<file path="config.mk">
export PLATFORM = sky130hd
export DESIGN_NAME = cprs_top
export DESIGN_NICKNAME = d
export VERILOG_FILES = /design/src/rtl/cprs_pkg.sv /design/src/rtl/cprs_top.sv /design/src/rtl/cprs_regmem.sv /design/src/rtl/cprs_operand.sv
export VERILOG_INCLUDE_DIRS = /design/src /design/src/rtl
export SDC_FILE = /design/constraint.sdc
export NUM_CORES = 1
export LEC_CHECK = 0
export BUFFER_PORTS_ARGS = -buffer_cell sky130_fd_sc_hd__buf_2
export CELL_PAD_IN_SITES_DETAIL_PLACEMENT = 1
export CELL_PAD_IN_SITES_GLOBAL_PLACEMENT = 1
export CORE_ASPECT_RATIO = 1.2
export CORE_MARGIN = 1.5
export CORE_UTILIZATION = 55
export DETAILED_ROUTE_END_ITERATION = 6
export PLACE_DENSITY_LB_ADDON = 0.1
export SLEW_MARGIN = 20
export SYNTH_ARGS = -nofsm -noshare
export SYNTH_HDL_FRONTEND = slang
export SYNTH_SLANG_ARGS = --single-unit
</file>
<file path="constraint.sdc">
create_clock -name clk -period 5.61 [get_ports clk]
set_input_delay 0.561 -clock clk [delete_from_list [all_inputs] [get_ports clk]]
set_output_delay 0.561 -clock clk [all_outputs]
set_load 0.01 [all_outputs]
</file>
<file path="src/rtl/cprs_cfg.svh">
// Function
// RULE1 - Full register set with documented register widths
// RULE2 - Data operand byte/word/long occupy low bits
// RULE3 - Byte/word data writes keep upper bits
// RULE4 - Bit zero is LSB, bit 31 MSB
// RULE5 - Any two data registers hold quad words
// RULE6 - Packed decimal: two nibble digits per byte
// RULE7 - Address registers refuse byte-sized operands
// RULE8 - Address source gives low word or long
// RULE9 - Address destination written whole, word sign-extended
// RULE10 - Program counter advances or loads new value
// RULE11 - Control registers except flag byte need supervisor
// RULE12 - Low status byte holds five flags, user-visible
// RULE13 - Upper byte: priority mask, trace, privilege
// RULE14 - Undefined status bits read zero, write zero
// RULE15 - Status accesses word-size; flag-byte upper reads zero
// RULE16 - User privilege limited to user register model
// RULE17 - Data registers take 1..64-bit operands, addresses
// RULE18 - Privilege bit selects level and stack pointer
// RULE19 - Space codes three bits, upper 29 zero
`ifndef CPRS_CFG_SVH
`define CPRS_CFG_SVH

// ----------------------------------------
// Bus and register indices (byte address = 4 * index)
// ----------------------------------------
`define CPRS_ADDR_W     7
`define CPRS_IDX_LO     2
`define CPRS_IDX_HI     6
`define CPRS_IDX_W      5
`define CPRS_MEM_AW     4
`define CPRS_IDX_DLAST  5'h07
`define CPRS_IDX_ALAST  5'h0E
`define CPRS_IDX_SP     5'h0F
`define CPRS_IDX_PC     5'h10
`define CPRS_IDX_USP    5'h11
`define CPRS_IDX_SSP    5'h12
`define CPRS_IDX_PSW    5'h13
`define CPRS_IDX_FLAG   5'h14
`define CPRS_IDX_SFC    5'h15
`define CPRS_IDX_DFC    5'h16
`define CPRS_IDX_VBR    5'h17

// ----------------------------------------
// Byte enables and responses
// ----------------------------------------
`define CPRS_BE_BYTE    4'h1
`define CPRS_BE_WORD    4'h3
`define CPRS_BE_LONG    4'hF
`define CPRS_RESP_OK    2'h0
`define CPRS_RESP_SLV   2'h2
`define CPRS_RESP_DEC   2'h3

// ----------------------------------------
// Status word layout and reset values
// ----------------------------------------
`define CPRS_PSW_MASK   16'hE71F
`define CPRS_FLAG_MASK  16'h001F
`define CPRS_PSW_RST    16'h2700
`define CPRS_PSW_S      13
`define CPRS_PSW_T_HI   15
`define CPRS_PSW_T_LO   14
`define CPRS_PSW_IP_HI  10
`define CPRS_PSW_IP_LO  8
`define CPRS_FLAG_HI    4
`define CPRS_FC_HI      2
`define CPRS_ZERO32     32'h00000000
`define CPRS_ZERO16     16'h0000
`define CPRS_ZERO29     29'h00000000

`endif

</file>
<file path="src/rtl/cprs_pkg.sv">
package cprs_pkg;
  `include "cprs_cfg.svh"

  typedef enum logic [1:0] {
    PH_IDLE  = 2'b00,
    PH_FETCH = 2'b01,
    PH_DONE  = 2'b10
  } cprs_phase_e;

  typedef enum logic [1:0] {
    SZ_BYTE = 2'b00,
    SZ_WORD = 2'b01,
    SZ_LONG = 2'b10,
    SZ_BAD  = 2'b11
  } cprs_size_e;

  typedef enum logic [3:0] {
    RC_DATA = 4'b0000,
    RC_ADDR = 4'b0001,
    RC_SP   = 4'b0010,
    RC_PC   = 4'b0011,
    RC_USP  = 4'b0100,
    RC_SSP  = 4'b0101,
    RC_PSW  = 4'b0110,
    RC_FLAG = 4'b0111,
    RC_SFC  = 4'b1000,
    RC_DFC  = 4'b1001,
    RC_VBR  = 4'b1010,
    RC_NONE = 4'b1111
  } cprs_class_e;

  typedef struct packed {
    logic                     read;
    logic                     write;
    logic [`CPRS_ADDR_W-1:0]  address;
    logic [3:0]               byteenable;
    logic [31:0]              writedata;
  } cprs_avl_req_s;

  typedef struct packed {
    logic        waitrequest;
    logic [31:0] readdata;
    logic [1:0]  response;
  } cprs_avl_rsp_s;

  typedef struct packed {
    logic        supervisor;
    logic [1:0]  traceMode;
    logic [2:0]  priorityMask;
    logic [4:0]  flags;
    logic [31:0] programCounter;
    logic [31:0] stackPointer;
    logic [31:0] vectorBase;
    logic [2:0]  srcSpace;
    logic [2:0]  dstSpace;
  } cprs_status_s;

  typedef struct packed {
    logic [15:0][31:0] word;
    logic [31:0]       rdData;
  } cprs_mem_s;
endpackage : cprs_pkg

</file>
<file path="src/rtl/cprs_top.sv">
// The register offsets and the Avalon-MM register port were decided locally.
`timescale 1ns/10ps
module cprs_top
  import cprs_pkg::*;
(
  input  wire logic          clk,
  input  wire logic          rst_n,
  input  wire logic          ce,
  input  wire cprs_avl_req_s avlReq,
  output cprs_avl_rsp_s      avlRsp,
  input  wire logic          pcAdvance,
  input  wire logic [3:0]    pcIncrement,
  input  wire logic          pcLoad,
  input  wire logic [31:0]   pcLoadValue,
  input  wire logic          flagsUpdate,
  input  wire logic [4:0]    flagsValue,
  output cprs_status_s       status
);

  // ----------------------------------------
  // State
  // ----------------------------------------
  typedef struct packed {
    cprs_phase_e phase;
    cprs_class_e cls;
    logic [1:0]  resp;
    logic [31:0] readData;
    logic [31:0] wrValue;
    logic [31:0] pc;
    logic [31:0] user_stack_pointer;
    logic [31:0] privileged_stack_pointer;
    logic [15:0] psw;
    logic [2:0]  source_space_code_reg;
    logic [2:0]  dfc;
    logic [31:0] vector_table_base;
  } cprs_state_s;

  cprs_state_s s_r;
  cprs_state_s s_nxt;

  logic                    reqActive;
  logic [`CPRS_IDX_W-1:0]  regIdx;
  cprs_class_e             reqCls;
  cprs_size_e              reqSize;
  logic                    superMode;
  logic [31:0]             oldValue;
  logic [31:0]             opRead;
  logic [31:0]             opMerged;
  logic                    opIsAddr;
  logic [31:0]             memRdata;
  logic                    memWrEn;
  logic [1:0]              fetchResp;

  // ----------------------------------------
  // Decode helpers
  // ----------------------------------------
  function automatic cprs_class_e classOf(input logic [`CPRS_IDX_W-1:0] idx);
    cprs_class_e c;
    c = RC_NONE;
    if (idx <= `CPRS_IDX_DLAST) begin
      c = RC_DATA;
    end else if (idx <= `CPRS_IDX_ALAST) begin
      c = RC_ADDR;
    end else begin
      case (idx)
        `CPRS_IDX_SP:   c = RC_SP;
        `CPRS_IDX_PC:   c = RC_PC;
        `CPRS_IDX_USP:  c = RC_USP;
        `CPRS_IDX_SSP:  c = RC_SSP;
        `CPRS_IDX_PSW:  c = RC_PSW;
        `CPRS_IDX_FLAG: c = RC_FLAG;
        `CPRS_IDX_SFC:  c = RC_SFC;
        `CPRS_IDX_DFC:  c = RC_DFC;
        `CPRS_IDX_VBR:  c = RC_VBR;
        default:        c = RC_NONE;
      endcase
    end
    return c;
  endfunction : classOf

  function automatic cprs_size_e sizeOf(input logic [3:0] be);
    cprs_size_e sz;
    case (be)
      `CPRS_BE_BYTE: sz = SZ_BYTE;
      `CPRS_BE_WORD: sz = SZ_WORD;
      `CPRS_BE_LONG: sz = SZ_LONG;
      default:       sz = SZ_BAD;
    endcase
    return sz;
  endfunction : sizeOf

  // Address-register-like classes: never byte-sized, written whole
  function automatic logic isAddrClass(input cprs_class_e c);
    return (c == RC_ADDR) || (c == RC_SP) || (c == RC_USP) || (c == RC_SSP);
  endfunction : isAddrClass

  // Everything except the flag byte and the user model is supervisor-only
  function automatic logic isPrivClass(input cprs_class_e c);
    return (c == RC_USP) || (c == RC_SSP) || (c == RC_PSW) ||
           (c == RC_SFC) || (c == RC_DFC) || (c == RC_VBR);
  endfunction : isPrivClass

  assign reqActive = avlReq.read | avlReq.write;
  assign regIdx    = avlReq.address[`CPRS_IDX_HI:`CPRS_IDX_LO];
  assign reqCls    = classOf(regIdx);
  assign reqSize   = sizeOf(avlReq.byteenable);
  assign superMode = s_r.psw[`CPRS_PSW_S];
  assign opIsAddr  = isAddrClass(reqCls);

  // ----------------------------------------
  // Data and address register storage
  // ----------------------------------------
  // A quad word is just two data entries the caller picks freely
  cprs_regmem u_regmem (
    .clk    (clk),
    .rst_n  (rst_n),
    .ce     (ce),
    .rdAddr (regIdx[`CPRS_MEM_AW-1:0]),
    .wrEn   (memWrEn),
    .wrAddr (regIdx[`CPRS_MEM_AW-1:0]),
    .wrData (s_r.wrValue),
    .rdData (memRdata)
  ); // RULE5 RULE17

  assign memWrEn = ce && (s_r.phase == PH_DONE) && avlReq.write &&
                   (s_r.resp == `CPRS_RESP_OK) &&
                   ((s_r.cls == RC_DATA) || (s_r.cls == RC_ADDR));

  // ----------------------------------------
  // Current value of the addressed register
  // ----------------------------------------
  always_comb begin
    case (reqCls)
      RC_DATA: oldValue = memRdata;
      RC_ADDR: oldValue = memRdata;
      RC_SP:   oldValue = superMode ? s_r.privileged_stack_pointer : s_r.user_stack_pointer; // RULE18
      RC_PC:   oldValue = s_r.pc;
      RC_USP:  oldValue = s_r.user_stack_pointer;
      RC_SSP:  oldValue = s_r.privileged_stack_pointer;
      RC_PSW:  oldValue = {`CPRS_ZERO16, s_r.psw & `CPRS_PSW_MASK}; // RULE14
      RC_FLAG: oldValue = {`CPRS_ZERO16, s_r.psw & `CPRS_FLAG_MASK}; // RULE15
      RC_SFC:  oldValue = {`CPRS_ZERO29, s_r.source_space_code_reg}; // RULE19
      RC_DFC:  oldValue = {`CPRS_ZERO29, s_r.dfc}; // RULE19
      RC_VBR:  oldValue = s_r.vector_table_base;
      default: oldValue = `CPRS_ZERO32;
    endcase
  end

  cprs_operand u_operand (
    .size        (reqSize),
    .isAddr      (opIsAddr),
    .oldValue    (oldValue),
    .srcValue    (avlReq.writedata),
    .readValue   (opRead),
    .mergedValue (opMerged)
  );

  // ----------------------------------------
  // Legality of the access
  // ----------------------------------------
  always_comb begin
    fetchResp = `CPRS_RESP_OK;
    case (reqCls)
      RC_DATA: begin
        if (reqSize == SZ_BAD) begin
          fetchResp = `CPRS_RESP_SLV;
        end
      end
      RC_ADDR, RC_SP, RC_USP, RC_SSP: begin
        if ((reqSize != SZ_WORD) && (reqSize != SZ_LONG)) begin
          fetchResp = `CPRS_RESP_SLV; // RULE7
        end
      end
      RC_PSW, RC_FLAG: begin
        if (reqSize != SZ_WORD) begin
          fetchResp = `CPRS_RESP_SLV; // RULE15
        end
      end
      RC_PC, RC_SFC, RC_DFC, RC_VBR: begin
        if (reqSize != SZ_LONG) begin
          fetchResp = `CPRS_RESP_SLV;
        end
      end
      default: fetchResp = `CPRS_RESP_DEC;
    endcase
    if (isPrivClass(reqCls) && !superMode) begin
      fetchResp = `CPRS_RESP_SLV; // RULE11 RULE16
    end
  end

  // ----------------------------------------
  // Next state
  // ----------------------------------------
  always_comb begin
    s_nxt = s_r;

    // Datapath updates first; a bus write in the same cycle overrides them
    if (pcLoad) begin
      s_nxt.pc = pcLoadValue; // RULE10
    end else if (pcAdvance) begin
      s_nxt.pc = s_r.pc + {28'h0000000, pcIncrement}; // RULE10
    end
    if (flagsUpdate) begin
      s_nxt.psw[`CPRS_FLAG_HI:0] = flagsValue; // RULE12
    end

    case (s_r.phase)
      PH_IDLE: begin
        if (reqActive) begin
          s_nxt.phase = PH_FETCH;
        end
      end
      PH_FETCH: begin
        s_nxt.phase    = PH_DONE;
        s_nxt.cls      = reqCls;
        s_nxt.resp     = fetchResp;
        s_nxt.readData = `CPRS_ZERO32;
        if (avlReq.read && (fetchResp == `CPRS_RESP_OK)) begin
          if ((reqCls == RC_DATA) || opIsAddr) begin
            s_nxt.readData = opRead; // RULE2 RULE8
          end else begin
            s_nxt.readData = oldValue;
          end
        end
        case (reqCls)
          RC_DATA: s_nxt.wrValue = opMerged; // RULE3
          RC_ADDR, RC_SP, RC_USP, RC_SSP: begin
            s_nxt.wrValue = opMerged; // RULE9
          end
          RC_PSW: begin
            s_nxt.wrValue = {`CPRS_ZERO16,
                             avlReq.writedata[15:0] & `CPRS_PSW_MASK}; // RULE13 RULE14
          end
          RC_FLAG: begin
            s_nxt.wrValue = {`CPRS_ZERO16,
                             (s_r.psw & ~`CPRS_FLAG_MASK) |
                             (avlReq.writedata[15:0] & `CPRS_FLAG_MASK)}; // RULE15
          end
          RC_SFC, RC_DFC: begin
            s_nxt.wrValue = {`CPRS_ZERO29, avlReq.writedata[`CPRS_FC_HI:0]}; // RULE19
          end
          default: s_nxt.wrValue = avlReq.writedata;
        endcase
      end
      PH_DONE: begin
        s_nxt.phase = PH_IDLE;
        if (avlReq.write && (s_r.resp == `CPRS_RESP_OK)) begin
          case (s_r.cls)
            RC_SP: begin
              if (superMode) begin
                s_nxt.privileged_stack_pointer = s_r.wrValue; // RULE18
              end else begin
                s_nxt.user_stack_pointer = s_r.wrValue; // RULE18
              end
            end
            RC_PC:   s_nxt.pc  = s_r.wrValue; // RULE10
            RC_USP:  s_nxt.user_stack_pointer = s_r.wrValue;
            RC_SSP:  s_nxt.privileged_stack_pointer = s_r.wrValue;
            RC_PSW:  s_nxt.psw = s_r.wrValue[15:0]; // RULE13
            RC_FLAG: s_nxt.psw = s_r.wrValue[15:0]; // RULE12
            RC_SFC:  s_nxt.source_space_code_reg = s_r.wrValue[`CPRS_FC_HI:0];
            RC_DFC:  s_nxt.dfc = s_r.wrValue[`CPRS_FC_HI:0];
            RC_VBR:  s_nxt.vector_table_base = s_r.wrValue;
            default: s_nxt.vector_table_base = s_r.vector_table_base;
          endcase
        end
      end
      default: s_nxt.phase = PH_IDLE;
    endcase
  end

  // ----------------------------------------
  // Registers
  // ----------------------------------------
  always_ff @(posedge clk or negedge rst_n) begin
    if (!rst_n) begin
      s_r          <= '0;
      s_r.phase    <= PH_IDLE;
      s_r.cls      <= RC_NONE;
      s_r.resp     <= `CPRS_RESP_OK;
      s_r.psw      <= `CPRS_PSW_RST;
    end else if (ce) begin
      s_r <= s_nxt;
    end
  end

  // ----------------------------------------
  // Outputs
  // ----------------------------------------
  // Three-cycle answer keeps the memory read registered; throughput is traded away
  assign avlRsp.waitrequest = reqActive && (s_r.phase != PH_DONE);
  assign avlRsp.readdata    = s_r.readData;
  assign avlRsp.response    = s_r.resp;

  assign status.supervisor     = superMode; // RULE18
  assign status.traceMode      = s_r.psw[`CPRS_PSW_T_HI:`CPRS_PSW_T_LO]; // RULE13
  assign status.priorityMask   = s_r.psw[`CPRS_PSW_IP_HI:`CPRS_PSW_IP_LO]; // RULE13
  assign status.flags          = s_r.psw[`CPRS_FLAG_HI:0]; // RULE12
  assign status.programCounter = s_r.pc;
  assign status.stackPointer   = superMode ? s_r.privileged_stack_pointer : s_r.user_stack_pointer; // RULE18
  assign status.vectorBase     = s_r.vector_table_base;
  assign status.srcSpace       = s_r.source_space_code_reg;
  assign status.dstSpace       = s_r.dfc;
endmodule : cprs_top

</file>
<file path="src/rtl/cprs_regmem.sv">
`timescale 1ns/10ps
module cprs_regmem
  import cprs_pkg::*;
(
  input  wire logic                     clk,
  input  wire logic                     rst_n,
  input  wire logic                     ce,
  input  wire logic [`CPRS_MEM_AW-1:0]  rdAddr,
  input  wire logic                     wrEn,
  input  wire logic [`CPRS_MEM_AW-1:0]  wrAddr,
  input  wire logic [31:0]              wrData,
  output logic      [31:0]              rdData
);
  cprs_mem_s s_r;
  cprs_mem_s s_nxt;

  // ----------------------------------------
  // Storage for data and address registers
  // ----------------------------------------
  always_comb begin
    s_nxt = s_r;
    s_nxt.rdData = s_r.word[rdAddr];
    if (wrEn) begin
      s_nxt.word[wrAddr] = wrData; // RULE1
    end
  end

  always_ff @(posedge clk or negedge rst_n) begin
    if (!rst_n) begin
      s_r <= '0;
    end else if (ce) begin
      s_r <= s_nxt;
    end
  end

  assign rdData = s_r.rdData;
endmodule : cprs_regmem

</file>
<file path="src/rtl/cprs_operand.sv">
`timescale 1ns/10ps
module cprs_operand
  import cprs_pkg::*;
(
  input  wire cprs_size_e  size,
  input  wire logic        isAddr,
  input  wire logic [31:0] oldValue,
  input  wire logic [31:0] srcValue,
  output logic      [31:0] readValue,
  output logic      [31:0] mergedValue
);
  logic [3:0] laneSel;

  always_comb begin
    case (size)
      SZ_BYTE: laneSel = `CPRS_BE_BYTE; // RULE2
      SZ_WORD: laneSel = `CPRS_BE_WORD;
      default: laneSel = `CPRS_BE_LONG;
    endcase
  end

  // ----------------------------------------
  // Per-lane select; bit 0 is the LSB
  // ----------------------------------------
  // Byte lanes pass unchanged, so packed decimal digits keep their nibbles
  genvar lane;
  generate
    for (lane = 0; lane < 4; lane++) begin : gLane
      // Continuous drivers per lane avoid several processes sharing one variable
      assign readValue[lane*8 +: 8] = laneSel[lane] ? oldValue[lane*8 +: 8] : 8'h00; // RULE4 RULE6
      assign mergedValue[lane*8 +: 8] = laneSel[lane] ? srcValue[lane*8 +: 8] :
                                        isAddr        ? {8{srcValue[15]}} // RULE9
                                                      : oldValue[lane*8 +: 8]; // RULE3
    end
  endgenerate
endmodule : cprs_operand

</file>
# Word-level counts from Yosys, hierarchy flattened
# Memory sizes are Yosys's and may differ from the RTL's.
# Index checks and enable logic that the tools add are counted.
# op_classes
add_sub_neg	1
mux	48
magnitude_cmp	4
bitwise_logic	2
reduce_logical	45
eq_ne	33
# op_table
cell	count
512-bit bitwise mux	1
32-bit 2-to-1 mux	11
32-bit one-hot mux with 10 select lines	1
150-bit 2-to-1 mux	2
32-bit binary-select mux with 4-bit select	1
32-bit demux with 4-bit select	1
32-bit one-hot mux with 2 select lines	2
32-bit one-hot mux with 4 select lines	1
8-bit 2-to-1 mux	12
32-bit by 4-bit adder with 32-bit output	1
4-bit by 3-bit == test with 1-bit output, second input constant	8
4-bit == test, second input constant	7
4-bit by 2-bit == test with 1-bit output, second input constant	5
16-bit 2-to-1 mux	1
16-bit by 5-bit bitwise OR with 16-bit output	1
4-bit AND reduction	4
4-bit by 1-bit == test with 1-bit output, second input constant	3
2-bit 2-to-1 mux	6
1-bit logical AND	10
1-bit logical OR	10
2-bit inequality test, second input constant	5
5-bit AND reduction	2
2-bit zero test	4
4-bit zero test	2
21 further kinds	32
# word_totals
mem_count	1
reg_bits	766
wordCells	164
input_bits	92
romBits	128
# mem_list
name	words	word_bits	read_ports	rd_clocked_by_memory_dff	wr	line_no	source
(name not given)	32	4	1	0	0	cprs_top.sv:65	case (idx)

# Logic depth before layout (Yosys ltp)
# Gate-level depths: netlist of the first run.
# logic_depth
word_depth	14
mapped_depth	15
depth_no_buf	10

# Modules after synthesis
# A second synthesis of the first run with hierarchy kept.
# hier_totals
cells_unflattened	3013
hier_area_um2	38948.6
# by_module_without_submodules
module	cells_each	area_per_inst_um2	n_inst
cprs_regmem	1506	24175.7	1
cprs_top	1383	13917.1	1
cprs_operand	124	855.8	1

# Least setup slack after synthesis of the first run
# Ideal clock, no wire load.
# synth_timing
path_kind	input to register
from	in avlReq[38] (netlist name)
to	reg s_r[159] (netlist name)
path_slack_ns	1.462
arrival_ns	4.066
path_stages	14
required_time_ns	5.528
setup_ns	0.082
cell_sequence	clkbuf_1 -> buf_2 -> buf_1 -> inv_1 -> ha_1 -> clkbuf_1 -> nor2b_1 -> o22a_1 -> clkbuf_1 -> nor3_2 -> clkbuf_1 -> a222oi_1 -> or2b_1 -> a31oi_1
# synth_via
elab_chain_cells	10
# synth_lines
item	line_no	source
start, declared	cprs_top.sv:9	input wire cprs_avl_req_s avlReq,
memory 32 x 4 bit or 5-bit by 4-bit less-or-equal comparator with 1-bit output (tied branches)	--	
4-bit 2-to-1 mux	cprs_top.sv:62	end else if (idx <= `CPRS_IDX_ALAST) begin
4-bit 2-to-1 mux (*)	cprs_top.sv:60	if (idx <= `CPRS_IDX_DLAST) begin
parallel branches: the longest is 6 deep, another holds 32-bit one-hot mux with 10 select lines	--	
32-bit one-hot mux with 4 select lines (*)	cprs_top.sv:225	case (reqCls)
end signal, assigned	cprs_top.sv:283	s_r <= s_nxt;
end, declared	cprs_top.sv:38	cprs_state_s s_r;
# Every way passes the cells marked *.
# A chain may end at the register's enable or synchronous reset.

# Worst setup path in the final report of the first run
# layout_timing
from	in avlReq[38] (netlist name)
to	reg s_r[177] (netlist name)
# The elaborated chain is that of the path after synthesis.

==> results of run 1 <==
[path summary, 6_finish.rpt]
path / start / slack (ns) / endpoint
max: avlReq[38] / 1.77 / s_r[177]$_DFFE_PN0P_
min: avlReq[2] / 0.15 / s_r[152]$_DFFE_PN0P_
max reg2reg: s_r[220]$_DFFE_PN0P_ / 2.23 / u_regmem.s_r[88]$_DFFE_PN0P_
min reg2reg: s_r[219]$_DFFE_PN1P_ / 0.50 / s_r[219]$_DFFE_PN1P_
max in group asynchronous: rst_n / 3.59 / s_r[97]$_DFFE_PN0P_
min in group asynchronous: rst_n / 0.54 / status[94]$_DFFE_PN0P_
[layout make-up]
type	count	area, sq um
Clock inverter	18	220
Multi-Input combinational cell	1648	16600
Clock buffer	120	2390
Timing Repair Buffer	300	1740
Inverter	18	67.6
Antenna cell	3	7.51
Sequential cell	766	19200
Tap cell	901	1130
Fill cell	6368	26000
[worst max-delay path: stages]
cell and delay, ns:
clkbuf_8 0.27, inv_1 0.14, ha_1 0.47, nor2b_1 0.24, o22a_1 0.64, buf_4 0.35, a21oi_1 0.09, o31ai_1 0.66
nand2b_1 0.31, o21ai_1 0.20, buf_4 0.23, o22ai_1 0.13
[flip-flops by register name, indices dropped and copies added, names as in the netlist]
signal / flops
avlRsp: 34
u_regmem.s_r: 512
status: 81
s_r: 107
u_regmem.rdData: 32
[synth_stat cells, types with 4 or more instances]
master     instances  area share (%)
dfrtp_1          758              51
mux2_2           690              21
clkbuf_1         162             1.6
mux4_2           160             9.6
nand2_1          126             1.3
buf_4            116             2.3
nor2_1            84            0.84
o21ai_0           77             1.0
a21oi_1           75             1.0
buf_1             66            0.66
mux2i_1           42             1.1
a22o_1            30            0.70
a22oi_1           24            0.48
o22ai_1           24            0.40
nand3_1           21            0.28
and3_1            18            0.30
inv_1             17            0.17
xor2_1            17            0.40
nor3_1            16            0.21
a222oi_1          13            0.35
a32o_1            13            0.35
and2_1            12            0.20
ha_1              12            0.40
o211ai_1          12            0.24
nand2b_1          11            0.18
a31oi_1           10            0.17
nand4_1           10            0.17
o221ai_1          10            0.23
buf_2              9            0.12
o31ai_1            9            0.18
or3_1              9            0.15
a211o_1            8            0.19
dfstp_2            8            0.56
xnor2_1            8            0.19
a221oi_1           7            0.16
o221a_2            7            0.21
o2bb2ai_1          7            0.16
nor2b_1            6            0.10
a211oi_1           5            0.10
o21a_1             5            0.10
and4_1             4           0.093
nand3b_1           4           0.080
nor4_1             4           0.067
o2111ai_1          4           0.093
[layer usage]
layer  vias to the layer above  routed length, microns  GRT usage [%]
li1                      10300                       -              -
met1                     13300                   46400           44.2
met2                       884                   55900           54.7
met3                       245                    6290           3.53
met4                         2                    4160           13.1
met5                         -                      13              0
[power breakdown]
part / internal [W] / total (W) / switching, W
combinational: 0.000674 / 0.00156 / 0.000882
clock: 0.00312 / 0.00533 / 0.00221
sequential: 0.00588 / 0.00696 / 0.00108
total: 0.00967 / 0.0138 / 0.00418
[kinds of logic after synthesis]
logic type,count (synthesis)
simple gates,345
flops,766
compound gates,373
mux,892
xor+xnor,25
fa+ha+maj,13
buf+inv,374
[through the flow]
step / util [%] / total power (W) / hold slack [ns]
floorplan: - / 0.00770 / 0.265
detailed placement: 57.5 / 0.00856 / 0.488
global placement: 57.5 / 0.00840 / 0.472
finish: 61.4 / 0.0138 / 0.148
CTS: 61.4 / 0.0139 / 0.126
global route: 61.4 / 0.0143 / 0.154
[timing repair]
action	CTS	global route
hold buffers	1	0
endpoints found under the hold margin	52	0
resized for setup	0	0
==> results.py, run 1 <==
metrics = {
    "status": {
        "status": "completed",
    },
    "clock_network": {
        "cts_setup_buffers": 0,
        "cts-root-buf": "clkbuf_16",
        "cts_tree": "yes",
        "cts_buffer_depth": 3,
        "insertion_delay_ns": 0.63,
        "clk_pin_slew_ns": 0.06,
        "clock-sinks": 766,
        "cts_htree_levels": 3,
        "cts_buffers": 77,
    },
    "grt": {
        "grt_max_degree": 175,
        "antenna_found_initial": 4,
        "grt_pass1_wl_microns": 169000,
        "overflow": 0,
        "grt_usage_pct": 32.7,
        "grt_pass1_vias": 26800,
    },
    "placement": {
        "portBuffers": 237,
        "dpl.hpwl_microns": 71300,
        "place_inst": 3632,
        "place_ws_ns": 1.27,
        "gp_congestion": 0.930,
        "placed_area_sq_um": 38700,
    },
    "timing": {
        "hold_violations": 0,
        "rsz0062_at_grt": "false",
        "clock_skew_ns": 0.0313,
        "fmax_mhz": 260,
        "drv_slew": 0,
        "setup_ws_ns": 1.77,
        "min_period_ns": 3.84,
        "setup-tns-final_ns": 0,
        "finalCritPeriodShare_pct": 68.5,
        "setup_viol": 0,
        "max_slew_margin_pct": 27.1,
        "worstMarginPinSlew_ns": 1.09,
    },
    "layout": {
        "final_common_cell": "dfrtp_1",
        "area.growth.synth_to_final_pct": 10.1,
        "layout_common_cells": "dfrtp_1, mux2_2, buf_2",
        "final_area_sq_um": 41300,
        "final_cell_count_no_fill": 3774,
        "nets": 2916,
        "drive_gt1_share_pct": 46.2,
    },
    "worst_setup_path": {
        "critPathCaptureType": "flop",
        "worst-endpoint-arrival_ns": 4.34,
        "worstPathRequired_ns": 6.11,
        "critPathLaunchType": "primary input",
        "r2r_cells": 8,
        "worstSetupPathType": "primary input to flop",
        "path_max_fanout": 22,
    },
    "worst_hold_path": {
        "holdPathStages": 3,
        "hold_class": "primary input to flop",
    },
    "yosys": {
        "postSynthCellCount": 2788,
        "synthFlopType": "dfrtp_1",
        "synth_xor_area_share_pct": 0.584,
        "synth_edf_count": 0,
        "yosysUniqueCellTypes": 86,
        "seq_area_frac_synth_pct": 51.1,
        "synth.area.mux_share_pct": 31.5,
        "synth_top_family_by_area": "multiplexers",
        "synth-simple-area-share_pct": 4.38,
        "synth_area_sq_um": 37500,
        "async_reset_ff_share_pct": 100,
        "synth_seq_cells": 766,
        "syn_area_per_cell_sq_um": 13.5,
        "ys_warn_count": 0,
        "synth_compound_area_share_pct": 7.00,
        "synthAdderAreaFrac_pct": 0.454,
        "synth_nets": 2893,
    },
    "floorplanning": {
        "start_util_pct": 55.7,
        "fp.dieW_microns": 241,
        "rows": 104,
        "ioPinCount": 240,
        "die_h_microns": 289,
        "dieArea_sq_um": 69800,
        "core_area_sq_um": 67300,
    },
    "routing": {
        "dr.pass1.iters": 6,
        "wl_microns": 113000,
        "wire_per_inst_microns": 29.9,
        "viasPerCell": 6.56,
        "drt_iter0_drc": 1933,
        "ant_nets": 0,
        "drc": 0,
        "via_count": 24700,
    },
    "pwr": {
        "cellLeakagePower_nw": 20.2,
        "power_density_nw_per_um2": 335,
        "peakVddDrop_mv": 0.192,
    },
    "job": {
        "max_cap_viol_count": 0,
    },
}
No activity file was read; power rests on OpenSTA's default activity.
==> run 2, diff against run 1 <==
ABC_AREA = 1   (was not set)
CORE_UTILIZATION = 46   (was 55)
clock period = 3.7 ns   (was 5.61 ns; I/O delays follow)
==> run 2 against run 1 <==
Utilization down 10 points. Combinational power rose to 2.6 times the previous value. Sequential power up 37%. Clock skew down 0.016 ns. Clock power up 54%. Critical path depth up 2. Critical endpoint is now status[95]$_DFFE_PN0P_. Highest routed layer unchanged.
==> results.py, run 2 <==
metrics = {
    "status": {
        "status": "completed",
    },
    "routing": {
        "wl_microns": 131000,
        "drt_iter0_drc": 2489,
        "via_count": 33400,
        "dr.pass1.iters": 5,
        "wire_per_inst_microns": 22.7,
        "drc": 0,
        "viasPerCell": 5.77,
        "ant_nets": 0,
    },
    "floorplanning": {
        "rows": 114,
        "core_area_sq_um": 80600,
        "start_util_pct": 46.4,
        "dieArea_sq_um": 83100,
        "ioPinCount": 240,
        "die_h_microns": 315,
        "fp.dieW_microns": 263,
    },
    "grt": {
        "antenna_found_initial": 4,
        "grt_pass1_vias": 33900,
        "grt_pass1_wl_microns": 204000,
        "grt_max_degree": 174,
        "grt_usage_pct": 31.7,
        "overflow": 0,
    },
    "worst_setup_path": {
        "critPathLaunchType": "flop",
        "reg2reg_from": "status[72]$_DFFE_PN0P_",
        "path_max_fanout": 6,
        "critPathCaptureType": "flop",
        "worst-endpoint-arrival_ns": 3.75,
        "worstSetupPathType": "flop to flop",
        "startpoint": "status[72]$_DFFE_PN0P_",
        "worstPathRequired_ns": 4.28,
    },
    "yosys": {
        "synth_top_family_by_area": "compound AO/OA/AOI/OAI gates",
        "synthAdderAreaFrac_pct": 0.455,
        "ys_warn_count": 0,
        "synthFlopType": "dfrtp_1",
        "synthTopCellsByCount": "nand2_1, o21ai_0, dfrtp_1",
        "synth.top_cell.area_share_pct": 50.7,
        "synth-simple-area-share_pct": 19.6,
        "async_reset_ff_share_pct": 100,
        "synth_area_leader_cell": "dfrtp_1",
        "syn_area_per_cell_sq_um": 7.89,
        "synth.area.mux_share_pct": 0,
        "synth_edf_count": 0,
        "synth_xor_area_share_pct": 0.375,
        "synth_most_common_cell": "nand2_1",
        "synth_compound_area_share_pct": 20.1,
        "synth_seq_cells": 766,
        "ys_top_cells_by_area": "dfrtp_1, o21ai_0, nand2_1",
        "synth_nets": 4850,
        "synth_area_sq_um": 37400,
        "yosysUniqueCellTypes": 52,
        "postSynthCellCount": 4745,
        "seq_area_frac_synth_pct": 51.3,
    },
    "timing": {
        "finalCritPeriodShare_pct": 85.8,
        "setup_viol": 0,
        "hold_violations": 0,
        "min_period_ns": 3.17,
        "drv_slew": 0,
        "clock_skew_ns": 0.0149,
        "worstMarginPinSlew_ns": 1.00,
        "rsz0062_at_grt": "false",
        "fmax_mhz": 315,
        "setup-tns-final_ns": 0,
        "max_slew_margin_pct": 33.0,
    },
    "clock_network": {
        "cts_buffers": 82,
        "cts_resized": 0,
        "cts_htree_levels": 3,
        "cts_tree": "yes",
        "cts-root-buf": "clkbuf_16",
        "cts_buffer_depth": 3,
        "cts_setup_buffers": 0,
        "clk_pin_slew_ns": 0.07,
        "clock-sinks": 766,
        "hold_buffers": 7,
        "insertion_delay_ns": 0.64,
    },
    "layout": {
        "largest_reg_flops": 512,
        "top_register": "u_regmem.s_r",
        "nets": 4796,
        "area.growth.synth_to_final_pct": 10.6,
        "layout_common_cells": "nand2_1, o21ai_0, dfrtp_1",
        "final_common_cell": "nand2_1",
        "drive_gt1_share_pct": 10.9,
        "final_cell_count_no_fill": 5798,
    },
    "placement": {
        "place_inst": 5644,
        "dpl.hpwl_microns": 84000,
        "portBuffers": 237,
        "gp_congestion": 0.894,
    },
    "pwr": {
        "power.total_w": 0.0218,
        "power_density_nw_per_um2": 526,
        "peakVddDrop_mv": 0.331,
        "cellLeakagePower_nw": 19.4,
    },
    "worst_hold_path": {
        "hold_class": "primary input to flop",
        "hold_path_startpoint": "pcLoadValue[2]",
    },
    "job": {
        "max_cap_viol_count": 0,
    },
}
[run 2: cell types whose count changed after synthesis, sizes merged, moves of 19 or more]
cell    change
nor2      +317
a21oi      +29
o21ai     +985
mux2      -690
nand3     +110
mux4      -160
mux2i      -42
a41oi      +21
buf        -33
inv       +199
a22oi      -19
o22ai     +119
nand2    +1157
clkbuf    +147
[run 2: path summary, 6_finish.rpt]
path / end / slack (ns) / cells after the start
worst max-delay path: status[95]$_DFFE_PN0P_ / 0.53 / 14
max in group asynchronous: u_regmem.s_r[311]$_DFFE_PN0P_ / 2.19 / 4
min in group asynchronous: u_regmem.s_r[454]$_DFFE_PN0P_ / 0.32 / 2
worst min-delay path: status[72]$_DFFE_PN0P_ / 0.06 / 3
worst min register to register: u_regmem.s_r[501]$_DFFE_PN0P_ / 0.48 / 2
worst max register to register: status[95]$_DFFE_PN0P_ / 0.53 / 14
[run 2: final cells by class]
cell class / count / area [sq um]
Antenna cell: 3 / 7.51
Fill cell: 9958 / 39200
Tap cell: 1044 / 1310
Clock buffer: 127 / 2460
Sequential cell: 766 / 19200
Multi-Input combinational cell: 3291 / 15300
Timing Repair Buffer: 332 / 2110
Clock inverter: 17 / 155
Inverter: 218 / 826
[run 2: critical path, cell delays in order, from the launching register on]
cell     delay, ns
dfrtp_1       0.40
ha_1          0.38
a21oi_1       0.12
nand2_1       0.11
nand2_1       0.06
nand2_1       0.29
nand2_1       0.19
nor2_1        0.27
nand2_1       0.25
nor2_1        0.43
nand2_1       0.12
xor2_1        0.16
o21ai_0       0.17
nand3_1       0.09
nand2_1       0.08
[run 2: kinds of logic (layout without fill, tap and decap cells)]
kind of cell / after synthesis / after routing
xor+xnor: 16 / 16
fa+ha+maj: 13 / 13
other cells: 0 / 3
simple gates: 1857 / 1857
buf+inv: 688 / 694
compound gates: 1405 / 1405
flops: 766 / 766
[run 2: routing by layer]
| layer | global-route usage, % | vias up | share of wire [%] |
|---|---|---|---|
| li1 | - | 15500 | - |
| met1 | 42.1 | 16900 | 44 |
| met2 | 53.9 | 896 | 48 |
| met3 | 3.24 | 228 | 4.9 |
| met4 | 11.9 | 2 | 3.4 |
| met5 | 0 | - | 0.0099 |
[run 2: where the power goes]
part / leakage, nW / total, W / switching, W / internal, W
Sequential: 10.5 / 0.00953 / 0.000533 / 0.00900
Clock: 1.29 / 0.00819 / 0.00349 / 0.00470
Combinational: 7.62 / 0.00403 / 0.00311 / 0.000926
Total: 19.4 / 0.0218 / 0.00713 / 0.0146
[run 2: through the flow]
stage / hold slack (ns) / utilization [%] / worst slack, ns / area (sq um)
2_1_floorplan: 0.0744 / - / 0.364 / 37400
3_3_place_gp: 0.400 / 48.0 / 0.305 / 38700
3_5_place_dp: 0.407 / 48.0 / 0.225 / 38700
4_1_cts: 0.0188 / 51.3 / 0.550 / 41400
5_1_grt: 0.0817 / 51.3 / 0.355 / 41400
6_report: 0.0581 / 51.3 / 0.525 / 41400
